`config.mk`:
```
export PLATFORM = sky130hd
export DESIGN_NAME = ptfs_regs
export DESIGN_NICKNAME = d
export VERILOG_FILES = /design/src/hw/ptfs_pkg.sv /design/src/hw/ptfs_regs.sv
export SDC_FILE = /design/constraint.sdc
export NUM_CORES = 1
export LEC_CHECK = 0
export BUFFER_PORTS_ARGS = -buffer_cell sky130_fd_sc_hd__buf_2
export CELL_PAD_IN_SITES_DETAIL_PLACEMENT = 1
export CELL_PAD_IN_SITES_GLOBAL_PLACEMENT = 2
export CORE_AREA = 5 5 95 185
export DETAILED_ROUTE_END_ITERATION = 10
export DIE_AREA = 0 0 100 190
export PLACE_DENSITY_LB_ADDON = 0.1
export SLEW_MARGIN = 30
export SYNTH_ARGS = -nofsm -noshare
export SYNTH_HDL_FRONTEND = slang
export SYNTH_SLANG_ARGS = --single-unit
```
`constraint.sdc`:
```
create_clock -name aclk -period 2.8 [get_ports aclk]
set_clock_uncertainty 0.1 [all_clocks]
set_input_delay 0.56 -clock aclk [delete_from_list [all_inputs] [get_ports aclk]]
set_output_delay 0.56 -clock aclk [all_outputs]
set_load 0.01 [all_outputs]
```
`src/hw/ptfs_pkg.sv`:
```
// Constants for the timer flag and status register bank
package ptfs_pkg;
  // Register byte offsets
  localparam logic [7:0] OFF_IRQ_ENABLE_SET = 8'h28;
  localparam logic [7:0] OFF_IRQ_FLAG       = 8'h2c;
  localparam logic [7:0] OFF_TIMER_STATUS   = 8'h30;
  localparam logic [7:0] OFF_IRQ_ENABLE_CLR = 8'h24;
  // Flag and enable field positions
  localparam int POS_OVF  = 0;
  localparam int POS_TRG  = 1;
  localparam int POS_CNT  = 2;
  localparam int POS_ERR  = 3;
  localparam int POS_DBG  = 11;
  localparam int POS_FLTA = 12;
  localparam int POS_CH   = 16;
  // Status field positions
  localparam int POS_STOP   = 0;
  localparam int POS_RAMP   = 1;
  localparam int POS_DHF    = 3;
  localparam int POS_SLAVE  = 4;
  localparam int POS_PATTERN_BUFFER_VALID = 5;
  localparam int POS_FIN    = 8;
  localparam int POS_FST    = 12;
  localparam int POS_CBV    = 16;
  localparam int POS_LVL    = 24;
  // Writable masks and reset values
  localparam logic [31:0] FLAG_MASK    = 32'h000ff80f;
  localparam logic [31:0] FLAG_RESET   = 32'h00000000;
  localparam logic [31:0] ENABLE_RESET = 32'h00000000;
  localparam logic [31:0] STATUS_RESET = 32'h00000001;
  // AXI responses
  localparam logic [1:0] RESP_OKAY   = 2'h0;
  localparam logic [1:0] RESP_SLVERR = 2'h2;
endpackage

```
`src/hw/ptfs_regs.sv`:
```
// Flag, enable and status register bank of the control timer
// How it works
// (RULE1) Write one sets enable; zero ignored
// (RULE2) Channel flag sets after match or capture
// (RULE3) Write one clears channel flag
// (RULE4) Capture-mode value read clears channel flag
// (RULE5) Fault flags set after fault; W1C
// (RULE6) Debug fault flag sets after entry; W1C
// (RULE7) Error flag on capture overrun; W1C
// (RULE8) Counter event flag sets; W1C
// (RULE9) Retrigger flag sets; W1C
// (RULE10) Overflow flag sets; W1C
// (RULE11) Reserved bits read zero
// (RULE12) Status mirrors channel output levels
// (RULE13) Compare buffer valid: write sets, update clears
// (RULE14) Capture buffer valid: clear on value read
// (RULE15) Nonrecoverable state: set now, guarded W1C
// (RULE16) Restart before clearing; counter resumes otherwise
// (RULE17) Recoverable state: hardware resume or guarded W1C
// (RULE18) Clearing software-halt state releases counter
// (RULE19) Fault one input status follows input
// (RULE20) Other fault inputs shown at 10:8
// (RULE21) Stopped sets on stop, clears on count
// (RULE22) Period, wave, pattern buffer valid bits
// (RULE23) Debug fault status halts counter
// (RULE24) Interrupt when flag and enable both set
`timescale 1ns/10ps
`default_nettype none
module ptfs_regs (
  // Clock and reset
  input  wire  logic        aclk,
  input  wire  logic        aresetn,
  // AXI4-Lite write address and data
  input  wire  logic [7:0]  s_axi_awaddr,
  input  wire  logic        s_axi_awvalid,
  output logic              s_axi_awready,
  input  wire  logic [31:0] s_axi_wdata,
  input  wire  logic [3:0]  s_axi_wstrb,
  input  wire  logic        s_axi_wvalid,
  output logic              s_axi_wready,
  output logic [1:0]        s_axi_bresp,
  output logic              s_axi_bvalid,
  input  wire  logic        s_axi_bready,
  // AXI4-Lite read
  input  wire  logic [7:0]  s_axi_araddr,
  input  wire  logic        s_axi_arvalid,
  output logic              s_axi_arready,
  output logic [31:0]       s_axi_rdata,
  output logic [1:0]        s_axi_rresp,
  output logic              s_axi_rvalid,
  input  wire  logic        s_axi_rready,
  // Timer events, one-cycle pulses on aclk; capture mode, value read index and software-halt mode are levels
  input  wire  logic [3:0]  ch_match,
  input  wire  logic [3:0]  ch_capture,
  input  wire  logic [3:0]  ch_capture_mode,
  input  wire  logic [3:0]  ch_buffer_write,
  input  wire  logic        channel_value_read,
  input  wire  logic [1:0]  channel_value_read_idx,
  input  wire  logic        overflow_event,
  input  wire  logic        retrigger_event,
  input  wire  logic        counter_event,
  input  wire  logic        update_event,
  input  wire  logic [2:0]  aux_buffer_write,
  input  wire  logic        stop_event,
  input  wire  logic        count_step,
  input  wire  logic [1:0]  recov_resume,
  input  wire  logic [1:0]  recov_sw_halt,
  // Timer levels
  input  wire  logic [3:0]  channel_output_level,
  input  wire  logic [3:0]  fault_inputs,
  input  wire  logic        debug_halt_fault_cond,
  input  wire  logic        slave_mode,
  input  wire  logic        ramp_phase,
  // Outputs to timer and system
  output logic              counter_halt,
  output logic [1:0]        recov_release,
  output logic              irq
);
  typedef struct packed {
    logic        aw_got;
    logic        w_got;
    logic [7:0]  aw_addr;
    logic [31:0] w_data;
    logic        bvalid;
    logic [1:0]  bresp;
    logic        rvalid;
    logic [1:0]  rresp;
    logic [31:0] rdata;
    logic [31:0] flag;
    logic [31:0] enable;
    logic [3:0]  cbv;
    logic [2:0]  aux_bv;
    logic [3:0]  fstate;
    logic        stop;
    logic        dbg_st;
    logic [3:0]  fin_meta;
    logic [3:0]  fin_sync;
    logic        dbg_prev;
    logic [1:0]  release_p;
    logic        irq;
  } ptfs_state_s;

  ptfs_state_s st_reg;
  ptfs_state_s st_next;

  // Fault state bits set from edges of synced inputs, one bit per input, fault one at bit 3
  function automatic logic [3:0] rise(input logic [3:0] now, input logic [3:0] was);
    rise = now & ~was;
  endfunction

  logic [3:0] fin_prev_reg;
  logic       wr_fire;
  logic       rd_fire;
  logic [31:0] status_view;
  logic [3:0]  fault_set;
  logic [3:0]  rd_clr;

  // Handshakes
  assign s_axi_awready = !st_reg.aw_got && !st_reg.bvalid;
  assign s_axi_wready  = !st_reg.w_got && !st_reg.bvalid;
  assign s_axi_arready = !st_reg.rvalid;
  assign s_axi_bvalid  = st_reg.bvalid;
  assign s_axi_bresp   = st_reg.bresp;
  assign s_axi_rvalid  = st_reg.rvalid;
  assign s_axi_rresp   = st_reg.rresp;
  assign s_axi_rdata   = st_reg.rdata;
  assign irq           = st_reg.irq;
  assign recov_release = st_reg.release_p;
  // (RULE23) debug fault halts counter
  assign counter_halt  = st_reg.dbg_st;
  assign wr_fire = st_reg.aw_got && st_reg.w_got;
  assign rd_fire = s_axi_arvalid && s_axi_arready;
  assign fault_set = rise(st_reg.fin_sync, fin_prev_reg);

  // Status register view
  always_comb
  begin
    status_view = 32'h00000000;
    // (RULE12) output level mirror
    status_view[ptfs_pkg::POS_LVL +: 4] = channel_output_level;
    status_view[ptfs_pkg::POS_CBV +: 4] = st_reg.cbv;
    status_view[ptfs_pkg::POS_FST +: 4] = st_reg.fstate;
    // (RULE19) (RULE20) fault input status
    status_view[ptfs_pkg::POS_FIN +: 4] = st_reg.fin_sync;
    status_view[ptfs_pkg::POS_PATTERN_BUFFER_VALID +: 3] = st_reg.aux_bv;
    status_view[ptfs_pkg::POS_SLAVE] = slave_mode;
    status_view[ptfs_pkg::POS_DHF] = st_reg.dbg_st;
    status_view[ptfs_pkg::POS_RAMP] = ramp_phase;
    status_view[ptfs_pkg::POS_STOP] = st_reg.stop;
  end

  // Next-state logic
  always_comb
  begin
    logic [31:0] wd;
    logic [31:0] fset;
    logic [31:0] fclr;
    logic        hit_flag;
    logic        hit_en;
    logic        hit_st;
    logic        hit_clr;
    logic [3:0]  resume4;
    wd = st_reg.w_data;
    resume4 = {2'h0, recov_resume};
    fset = 32'h0;
    fclr = 32'h0;
    hit_flag = wr_fire && st_reg.aw_addr[7:2] == ptfs_pkg::OFF_IRQ_FLAG[7:2];
    hit_en   = wr_fire && st_reg.aw_addr[7:2] == ptfs_pkg::OFF_IRQ_ENABLE_SET[7:2];
    hit_st   = wr_fire && st_reg.aw_addr[7:2] == ptfs_pkg::OFF_TIMER_STATUS[7:2];
    hit_clr  = wr_fire && st_reg.aw_addr[7:2] == ptfs_pkg::OFF_IRQ_ENABLE_CLR[7:2];
    st_next = st_reg;
    rd_clr = 4'h0;
    // Bus capture of address and data
    if (s_axi_awvalid && s_axi_awready)
    begin
      st_next.aw_got  = 1'b1;
      st_next.aw_addr = s_axi_awaddr;
    end
    if (s_axi_wvalid && s_axi_wready)
    begin
      st_next.w_got  = 1'b1;
      st_next.w_data = s_axi_wdata;
    end
    if (wr_fire)
    begin
      st_next.aw_got = 1'b0;
      st_next.w_got  = 1'b0;
      st_next.bvalid = 1'b1;
      st_next.bresp  = (hit_flag || hit_en || hit_st || hit_clr) ?
                       ptfs_pkg::RESP_OKAY : ptfs_pkg::RESP_SLVERR;
    end
    if (st_reg.bvalid && s_axi_bready)
      st_next.bvalid = 1'b0;
    // Read path, reserved bits already zero
    if (rd_fire)
    begin
      st_next.rvalid = 1'b1;
      st_next.rresp  = ptfs_pkg::RESP_OKAY;
      // (RULE11) reserved bits masked off
      unique case (s_axi_araddr[7:2])
        ptfs_pkg::OFF_IRQ_FLAG[7:2]:       st_next.rdata = st_reg.flag & ptfs_pkg::FLAG_MASK;
        ptfs_pkg::OFF_IRQ_ENABLE_SET[7:2],
        ptfs_pkg::OFF_IRQ_ENABLE_CLR[7:2]: st_next.rdata = st_reg.enable & ptfs_pkg::FLAG_MASK;
        ptfs_pkg::OFF_TIMER_STATUS[7:2]:   st_next.rdata = status_view;
        default:
        begin
          st_next.rdata = 32'h0;
          st_next.rresp = ptfs_pkg::RESP_SLVERR;
        end
      endcase
    end
    else if (st_reg.rvalid && s_axi_rready)
      st_next.rvalid = 1'b0;
    if (!(&s_axi_wstrb))
      wd = wd;
    // (RULE1) enable set, zero ignored
    if (hit_en)
      st_next.enable = st_reg.enable | (wd & ptfs_pkg::FLAG_MASK);
    if (hit_clr)
      st_next.enable = st_reg.enable & ~(wd & ptfs_pkg::FLAG_MASK);
    // (RULE4) capture-mode value read
    if (channel_value_read)
      rd_clr[channel_value_read_idx] = 1'b1;
    // (RULE3) (RULE5) (RULE6) (RULE8) (RULE9) (RULE10) write-one clears
    if (hit_flag)
      fclr = wd & ptfs_pkg::FLAG_MASK;
    fclr[ptfs_pkg::POS_CH +: 4] = fclr[ptfs_pkg::POS_CH +: 4] | (rd_clr & ch_capture_mode);
    // (RULE2) channel flags after match or capture
    fset[ptfs_pkg::POS_CH +: 4] = ch_match | ch_capture;
    // (RULE7) capture onto a set flag
    fset[ptfs_pkg::POS_ERR] = |(ch_capture & st_reg.flag[ptfs_pkg::POS_CH +: 4]);
    fset[ptfs_pkg::POS_CNT] = counter_event;
    fset[ptfs_pkg::POS_TRG] = retrigger_event;
    fset[ptfs_pkg::POS_OVF] = overflow_event;
    // (RULE5) fault input flags
    fset[ptfs_pkg::POS_FLTA +: 4] = fault_set;
    fset[ptfs_pkg::POS_DBG] = debug_halt_fault_cond && !st_reg.dbg_prev;
    // Set wins over clear
    st_next.flag = ((st_reg.flag & ~fclr) | fset) & ptfs_pkg::FLAG_MASK;
    // (RULE13) (RULE14) channel buffer valid
    for (int i = 0; i < 4; i++)
    begin
      if (hit_st && wd[ptfs_pkg::POS_CBV + i] && !ch_capture_mode[i])
        st_next.cbv[i] = 1'b0;
      if (update_event && !ch_capture_mode[i])
        st_next.cbv[i] = 1'b0;
      if (rd_clr[i] && ch_capture_mode[i])
        st_next.cbv[i] = 1'b0;
      if (ch_buffer_write[i] || (ch_capture[i] && ch_capture_mode[i]))
        st_next.cbv[i] = 1'b1;
    end
    // (RULE22) period, wave, pattern buffer valid
    if (hit_st)
      st_next.aux_bv = st_reg.aux_bv & ~wd[ptfs_pkg::POS_PATTERN_BUFFER_VALID +: 3];
    if (update_event)
      st_next.aux_bv = 3'h0;
    st_next.aux_bv = st_next.aux_bv | aux_buffer_write;
    // (RULE15) (RULE17) guarded write-one clear of fault states
    st_next.release_p = 2'h0;
    for (int i = 0; i < 4; i++)
    begin
      if (hit_st && wd[ptfs_pkg::POS_FST + i] && !st_reg.fin_sync[i])
        st_next.fstate[i] = 1'b0;
      if (resume4[i])
        st_next.fstate[i] = 1'b0;
      if (fault_set[i])
        st_next.fstate[i] = 1'b1;
    end
    // (RULE18) (RULE16) release on clear, counter keeps its count
    st_next.release_p = st_reg.fstate[1:0] & ~st_next.fstate[1:0] & recov_sw_halt;
    // (RULE23) debug fault state
    if (hit_st && wd[ptfs_pkg::POS_DHF] && !debug_halt_fault_cond)
      st_next.dbg_st = 1'b0;
    if (!debug_halt_fault_cond)
      st_next.dbg_st = 1'b0;
    if (debug_halt_fault_cond && !st_reg.dbg_prev)
      st_next.dbg_st = 1'b1;
    st_next.dbg_prev = debug_halt_fault_cond;
    // (RULE21) stopped status
    if (count_step)
      st_next.stop = 1'b0;
    if (stop_event)
      st_next.stop = 1'b1;
    // Fault input synchroniser
    st_next.fin_meta = fault_inputs;
    st_next.fin_sync = st_reg.fin_meta;
    // (RULE24) interrupt request
    st_next.irq = |(st_next.flag & st_next.enable);
  end

  // State register
  always_ff @(posedge aclk)
  begin
    if (!aresetn)
    begin
      st_reg        <= '0;
      st_reg.stop   <= ptfs_pkg::STATUS_RESET[0];
      fin_prev_reg  <= 4'h0;
    end
    else
    begin
      st_reg       <= st_next;
      fin_prev_reg <= st_reg.fin_sync;
    end
  end

  // AST_SET_OVF (RULE10)
  AST_SET_OVF: assert property (@(posedge aclk) disable iff (!aresetn) // (RULE10)
    overflow_event |=> st_reg.flag[0]) else $error("overflow flag not set");
  // AST_CH_FLAG (RULE2)
  AST_CH_FLAG: assert property (@(posedge aclk) disable iff (!aresetn) // (RULE2)
    ch_match[0] |=> st_reg.flag[16]) else $error("channel flag not set");
  // AST_ERR (RULE7)
  AST_ERR: assert property (@(posedge aclk) disable iff (!aresetn) // (RULE7)
    (ch_capture[1] && st_reg.flag[17]) |=> st_reg.flag[3]) else $error("error flag missed");
  // AST_IRQ (RULE24)
  AST_IRQ: assert property (@(posedge aclk) disable iff (!aresetn) // (RULE24)
    irq == |(st_reg.flag & st_reg.enable)) else $error("irq mismatch");
  // AST_RSV (RULE11)
  AST_RSV: assert property (@(posedge aclk) disable iff (!aresetn) // (RULE11)
    s_axi_rvalid && s_axi_rresp == 2'h0 |-> s_axi_rdata[31:28] == 4'h0)
    else $error("reserved bits nonzero");
  // AST_FST (RULE15)
  AST_FST: assert property (@(posedge aclk) disable iff (!aresetn) // (RULE15)
    st_reg.fin_sync[3] |=> ##1 st_reg.fstate[3] || $past(st_reg.fstate[3]))
    else $error("fault state not held");
  // AST_STOP (RULE21)
  AST_STOP: assert property (@(posedge aclk) disable iff (!aresetn) // (RULE21)
    stop_event |=> st_reg.stop) else $error("stop not set");
  // AST_AUX (RULE22)
  AST_AUX: assert property (@(posedge aclk) disable iff (!aresetn) // (RULE22)
    aux_buffer_write[0] |=> st_reg.aux_bv[0]) else $error("buffer valid not set");
  // AST_EN (RULE1)
  AST_EN: assert property (@(posedge aclk) disable iff (!aresetn) // (RULE1)
    st_reg.enable[0] && !(wr_fire && st_reg.aw_addr == 8'h24) |=> st_reg.enable[0])
    else $error("enable lost");
  // (RULE5) fault flag sets
  AST_FLT_FLAG: assert property (@(posedge aclk) disable iff (!aresetn) // (RULE5)
    fault_set[3] |=> st_reg.flag[ptfs_pkg::POS_FLTA + 3]) else $error("fault flag not set");
  // (RULE6) debug flag sets
  AST_DBG_FLAG: assert property (@(posedge aclk) disable iff (!aresetn) // (RULE6)
    (debug_halt_fault_cond && !st_reg.dbg_prev) |=> st_reg.flag[ptfs_pkg::POS_DBG])
    else $error("debug flag not set");
  // (RULE8) counter flag sets
  AST_CNT: assert property (@(posedge aclk) disable iff (!aresetn) // (RULE8)
    counter_event |=> st_reg.flag[ptfs_pkg::POS_CNT]) else $error("counter flag not set");
  // (RULE9) retrigger flag sets
  AST_TRG: assert property (@(posedge aclk) disable iff (!aresetn) // (RULE9)
    retrigger_event |=> st_reg.flag[ptfs_pkg::POS_TRG]) else $error("retrigger flag not set");
  // (RULE3) write one clears
  AST_W1C: assert property (@(posedge aclk) disable iff (!aresetn) // (RULE3)
    wr_fire && st_reg.aw_addr == ptfs_pkg::OFF_IRQ_FLAG && st_reg.w_data[ptfs_pkg::POS_CH]
    && !ch_match[0] && !ch_capture[0] |=> !st_reg.flag[ptfs_pkg::POS_CH])
    else $error("channel flag not cleared");
  // (RULE4) value read clears
  AST_CAPRD: assert property (@(posedge aclk) disable iff (!aresetn) // (RULE4)
    channel_value_read && channel_value_read_idx == 2'h1 && ch_capture_mode[1]
    && !ch_match[1] && !ch_capture[1] |=> !st_reg.flag[ptfs_pkg::POS_CH + 1])
    else $error("capture flag not cleared by read");
  // (RULE12) level mirror read
  AST_LVL: assert property (@(posedge aclk) disable iff (!aresetn) // (RULE12)
    rd_fire && s_axi_araddr == ptfs_pkg::OFF_TIMER_STATUS
    |=> s_axi_rdata[ptfs_pkg::POS_LVL +: 4] == $past(channel_output_level))
    else $error("level mirror wrong");
  // (RULE15) guarded state clear
  AST_NRF_HOLD: assert property (@(posedge aclk) disable iff (!aresetn) // (RULE15)
    st_reg.fstate[3] && st_reg.fin_sync[3] |=> st_reg.fstate[3])
    else $error("fault state cleared early");
  // (RULE17) recoverable state sets
  AST_SET_FST: assert property (@(posedge aclk) disable iff (!aresetn) // (RULE17)
    fault_set[0] |=> st_reg.fstate[0]) else $error("recoverable state not set");
  // (RULE18) release on clear
  AST_RELEASE: assert property (@(posedge aclk) disable iff (!aresetn) // (RULE18)
    st_reg.fstate[0] && recov_sw_halt[0] && recov_resume[0] && !fault_set[0]
    |=> recov_release[0]) else $error("release pulse missing");
  // (RULE23) halt ends with debug
  AST_HALT: assert property (@(posedge aclk) disable iff (!aresetn) // (RULE23)
    !debug_halt_fault_cond |=> !counter_halt) else $error("halt not released");
endmodule
`default_nettype wire

```
==> results.md, run 1 <==
- Outcome: completed
- Crit-path cells: or3b_1, nor4b_4, buf_12, a21o_1, o22ai_1, a2111oi_1, a41oi_1
- Setup WS pre-CTS: 0.4304 ns
- Row Count: 66
- WHS Path Cells: 2
- Routed Antenna Nets: 0
- Gp weighted congestion: 0.7708
- First drt pass iteration count: 4
- Setup Buffers After CTS: 0
- Fin nets: 714
- Post-route design area: 5474 um2
- GRT Total Usage: 0.1493
- Highest ir drop seen on vdd: 0.2481 mV
- Commonest non-fill, non-tap cell in the layout: buf_2
- Yosys warning count: 0
- LEAKAGE: 2.253 nW
- RSZ-0062 raised after global routing: false
- NetSw: 0.8497 mW
- Combinational power share: 0.088
- R2R setup slack: 0.48 ns
- Startpoint type of the worst setup path: flip-flop
- Crit Path Class: flip-flop to flip-flop
- Synthesized area per cell: 8.567 um2
- TritonCTS clock tree: yes
- FMAX: 430.8 MHz
- Clock root buffer: clkbuf_16
- Placed cell count: 805
- WHS Endpoint: s_axi_rvalid$_SDFFE_PN0P_
- Area grow syn2layout: 20.79%
- Post-Syn Area: 4532 um2
- FF-to-FF End: irq$_SDFF_PN0_
- Area after detailed placement: 5141 um2
- First-pass GRT wire length: 22.38 mm
- IO Count: 147
- Non-filler cells in the finished layout: 821
- Critical-path top delay cell: or3b_1
- Synthesized instance count: 529
- Period Utilization, post-route: 0.8289
- Worst r2r src: st_reg[165]$_SDFFE_PN0P_
- Post-route worst setup slack: 0.4790 ns
- Fill cells: 1976
- DIE HEIGHT: 190 um
- Per-cell routed wire length: 17.18 um
- Antenna violations before repair: 0
- Netlist cell types: 46
- Tightest Hold Check Type: input port to flip-flop
- Clk_lat worst skew: 0.35 ns
- Hold_buf cts: 0
- Number of synthesized flops with an enable pin: 0
- Number of port buffers: 112
- Final hold slack: 0.2931 ns
- Reg2reg path depth: 7
- Count of pins over their slew limit: 0
- WP data required: 2.91 ns
- Sink Count: 107
- Min Clock Period, post-route: 2.321 ns
- Largest fanout on the critical path: 17
- Max reg flops: 67
- Most frequent cells in the layout: buf_2, dfxtp_1, a21oi_1
- Post-CTS sizing: 0
- Post-synth ARST share: 0
- CTS Buf Count: 9
- Die Area: 19000 um2
- Worst rel slew slack: 0.5968
- Core ar.: 16100 um2
- Vias in the first global route: 4098
- Reg power frac: 0.487
- #FFs+latches synth: 107
- Internal Pwr Total: 2.508 mW
- Worst EP arrival: 2.44 ns
- Sw frac: 0.2530
- Synth top area share: 0.4727
- Ys flop type: dfxtp_1
- Final core occ: 0.3399
- Buf+Inv Stages, Crit Path: 1
- CP Capture Type: flip-flop
- Seq/Total Area, Yosys: 0.4727
- Initial drt markers: 157
- Min-delay src: s_axi_rready
- Worst Tran Pin Value: 0.6033 ns
- Worst path max stage delay: 0.49 ns
- Pin count of the biggest net entering global routing: 56
- Dominant cell type by area after synthesis: dfxtp_1
- Drt total wl: 14.10 mm
- H-tree level count: 3
- Clock power frac: 0.425
- Family with the most delay on the worst path: simple AND/OR/NAND/NOR gates
- Antenna diodes: 0
- Clock Tree Buf Depth: 2
- Final HPWL DP: 10.42 mm
- Max cap viols: 0
- Fraction of layout cells with a size suffix above 1: 0.2480
- P per Cell Area: 613.5 nW/um2
- Multi-input logic area: 1989 um2
- Total power: 3.358 mW
- Starting density of the core: 0.2814
- Clock transition at path regs: 0.08 ns
- Total grt overflow: 0
- Die X: 100 um
- Vias: 3917
- Top cells by area, synth: dfxtp_1, a21oi_1, buf_4
- DR vias/cell: 4.771
- Reg area: 2142 um2
- Sum Neg Setup Slack: 0 ns
- Hold violation count in the final report: 0
- DRC viols: 0
- Setup Viol. Count Final: 0
==> logic make-up (layout without fill, tap and decap cells) <==
kind of cell	count (synthesis)	count (layout)	synth area share
AOI/OAI and AO/OA	131	131	0.1861
xor gates and xnor gates	3	3	0.005799
buffers and inverters	76	155	0.09580
DFF	107	107	0.4727
muxes	6	6	0.01353
other	1	10	0.0008275
and+or+nand+nor	205	205	0.2253
==> worst register-to-register path, cell delays in order (launching register included) <==
cell and delay (ns):
dfxtp_1 0.33, or3b_1 0.49, nor4b_4 0.30, buf_12 0.19, a21o_1 0.15, o22ai_1 0.10, a2111oi_1 0.38, a41oi_1 0.16
==> cell usage after synthesis, types with 2 or more instances <==
master,count
nor3_2,2
dfxtp_1,107
nand4_1,12
a22oi_1,5
clkbuf_1,24
nand3b_1,3
nor2b_1,7
and4b_1,2
or2_2,2
nand2b_1,2
nor3b_1,3
nor2_1,62
a41oi_1,5
a211oi_1,11
buf_2,5
and2_1,24
mux2i_1,5
a31oi_1,7
inv_1,8
and3_1,2
nand2_1,59
a222oi_1,12
a21o_1,10
xnor2_1,3
nand4b_1,3
a311oi_1,2
a21oi_1,71
and4_1,2
buf_4,38
nor3_1,2
nand3_1,14
==> worst max path at each step <==
stage,start,slack (ns),to,cells after the start
detailed placement,s_axi_araddr[5],0.43,s_axi_rdata[19]$_SDFFE_PN0P_,8
finish,st_reg[165]$_SDFFE_PN0P_,0.48,irq$_SDFF_PN0_,7
global placement,s_axi_araddr[5],0.49,s_axi_rdata[19]$_SDFFE_PN0P_,8
CTS,st_reg[165]$_SDFFE_PN0P_,0.47,irq$_SDFF_PN0_,7
global route,st_reg[165]$_SDFFE_PN0P_,0.35,recov_release[0]$_SDFF_PN0_,6
floorplan,s_axi_araddr[7],0.65,s_axi_rdata[10]$_SDFFE_PN0P_,7
==> power groups by stage <==
stage          registers (mW)  clock network (mW)  logic (mW)
4_1_cts                  1.64                1.47       0.303
6_report                 1.64                1.43       0.295
3_5_place_dp             1.67                   0       0.301
5_1_grt                  1.65                1.53       0.331
2_1_floorplan            1.65                   0       0.183
3_3_place_gp             1.67                   0       0.298
==> routing by layer <==
layer,vias up,global-route usage,wire [um]
met1,1840,0.1872,6295
met2,88,0.2627,7046
met4,0,0.04048,157
met3,9,0.02312,604
li1,1980,-,-
met5,-,0,0
==> final cells by class <==
class	count	area share
Clock buffer	9	0.04114
Clock inverter	7	0.01966
Inverter	9	0.006171
Multi-Input combinational cell	355	0.3634
Sequential cell	107	0.3913
Tap cell	204	0.04663
Timing Repair Buffer	130	0.1317
Power figures use the tool's default switching activity.
==> run 2: changes to the inputs <==
Clock period 2.8 ns to 2.4 ns, I/O delays scaled along.
==> results.md, run 2 (same netlist as run 1, synthesis figures left out) <==
- Outcome: completed
- Post-route design area: 5488 um2 (+0.25%)
- WP data required: 2.51 ns (-0.40 ns)
- Worst rel slew slack: 0.6147 (+0.01788)
- Clock root buffer: clkbuf_16
- Tightest Hold Check Type: input port to flip-flop
- Number of port buffers: 112 (unchanged)
- Met2 wire length: 6.960 mm (-1.2%)
- Largest fanout on the critical path: 12 (-5)
- Fin nets: 722 (+1.1%)
- LEAKAGE: 2.278 nW (+1.1%)
- Vias: 4024 (+2.7%)
- Highest metal used: met4
- DR vias/cell: 4.866 (+2.0%)
- Clock transition at path regs: 0.07 ns (about the same)
- Row Count: 66 (unchanged)
- Antenna violations before repair: 0 (unchanged)
- Sink Count: 107 (unchanged)
- Vias in the first global route: 4157 (+1.4%)
- RSZ-0062 raised after global routing: false
- Max cap viols: 0 (unchanged)
- Routed Antenna Nets: 0 (unchanged)
- Period Utilization, post-route: 0.9222 (+0.09329)
- DIE HEIGHT: 190 um (unchanged)
- First-pass GRT wire length: 22.18 mm (-0.89%)
- GRT Total Usage: 0.1486 (-0.0007152)
- Setup WS pre-CTS: 0.05321 ns (-0.3772 ns)
- Drt total wl: 14.10 mm (about the same)
- Placed cell count: 813 (+0.99%)
- First drt pass iteration count: 5 (+1)
- Hold violation count in the final report: 0 (unchanged)
- Die X: 100 um (unchanged)
- Area after detailed placement: 5189 um2 (+0.92%)
- Post-CTS sizing: 0 (unchanged)
- Total power: 3.742 mW (+11%)
- WL met1: 6.167 mm (-2.0%)
- Min Clock Period, post-route: 2.213 ns (-0.1077 ns)
- Per-cell routed wire length: 17.05 um (-0.76%)
- Core ar.: 16100 um2 (unchanged)
- IO Count: 147 (unchanged)
- Commonest non-fill, non-tap cell in the layout: buf_2
- Max reg flops: 67 (unchanged)
- Sum Neg Setup Slack: 0 ns (unchanged)
- DRC viols: 0 (unchanged)
- Startpoint type of the worst setup path: flip-flop
- Total grt overflow: 0 (unchanged)
- Initial drt markers: 140 (-11%)
- Highest ir drop seen on vdd: 0.2927 mV (+18%)
- Clock Tree Buf Depth: 2 (unchanged)
- P per Cell Area: 681.9 nW/um2 (+11%)
- H-tree level count: 3 (unchanged)
- Crit Path Class: flip-flop to flip-flop
- Pin count of the biggest net entering global routing: 60 (+7.1%)
- TritonCTS clock tree: yes
- Fraction of layout cells with a size suffix above 1: 0.2600 (+0.01206)
- CTS Buf Count: 9 (unchanged)
- Clk_lat worst skew: 0.34 ns (about the same)
- Non-filler cells in the finished layout: 827 (+0.73%)
- Worst Tran Pin Value: 0.5766 ns (-0.02676 ns)
- Post-route worst setup slack: 0.1866 ns (-0.2923 ns)
- Antenna diodes: 0 (unchanged)
- Most frequent cells in the layout: buf_2, dfxtp_1, a21oi_1
- Setup Viol. Count Final: 0 (unchanged)
- Final HPWL DP: 10.50 mm (+0.83%)
- Setup Buffers After CTS: 0 (unchanged)
- FMAX: 451.8 MHz (+4.9%)
- Starting density of the core: 0.2814 (unchanged)
- Wire length on met3: 660 um (+9.3%)
- Area grow syn2layout: 21.09%
- Die Area: 19000 um2 (unchanged)
- Worst EP arrival: 2.33 ns (-0.11 ns)
- Hold_buf cts: 0 (unchanged)
- Count of pins over their slew limit: 0 (unchanged)
- Gp weighted congestion: 0.7820 (+1.5%)
- CP Capture Type: flip-flop
run 2: cell types whose count changed in the layout (fill, tap and decap cells not counted), sizes merged:
cell	change
buf	+8
inv	-2
bufinv	-1
clkbuf	+1
run 2: final cells by class:
type,instances,area [um2]
flip-flops and latches,107,2143
clock buffers,10,239.0
clock inverters,4,51.30
repair buffers,138,768.2
inverters,9,33.78
fillers,1995,10620
well taps,204,255.2
multi-input cells,355,1997
run 2: where the power goes:
part	switching, mW	internal (mW)	leakage (nW)
combinational	0.201	0.147	1.26
clock	0.657	0.829	0.141
sequential	0.0623	1.85	0.876
run 2: worst max-delay path, stage by stage (launching register included):
cell and delay, ns:
dfxtp_1 0.33, nor3b_1 0.22, buf_4 0.23, nand4_1 0.15
a31oi_1 0.29, a211oi_1 0.09, buf_4 0.15, a2111oi_2 0.36
a41oi_1 0.15
run 2: metal layers:
| layer | vias to the layer above | GRT usage |
|---|---|---|
| met1 | 1925 | 0.1867 |
| met4 | 0 | 0.05656 |
| met3 | 17 | 0.02239 |
| met2 | 98 | 0.2535 |
| li1 | 1984 | - |
| met5 | - | 0 |
run 2: path summary, 6_finish.rpt:
| check | start | to | slack, ns | cells past startpoint |
|---|---|---|---|---|
| min | stop_event | st_reg[13]$_SDFFE_PP1P_ | 0.21 | 2 |
| min reg2reg | st_next[5]$_SDFF_PN0_ | st_reg[5]$_SDFF_PN0_ | 0.34 | 1 |
| max | st_reg[165]$_SDFFE_PN0P_ | irq$_SDFF_PN0_ | 0.19 | 8 |
| max reg2reg | st_reg[165]$_SDFFE_PN0P_ | irq$_SDFF_PN0_ | 0.19 | 8 |
run 2: through the flow:
step | utilization | hold slack (ns)
floorplan | - | 0.3119
global route | 0.3408 | 0.2148
CTS | 0.3402 | 0.2036
detailed placement | 0.3222 | 0.3218
finish | 0.3408 | 0.2125
global placement | 0.3222 | 0.3152
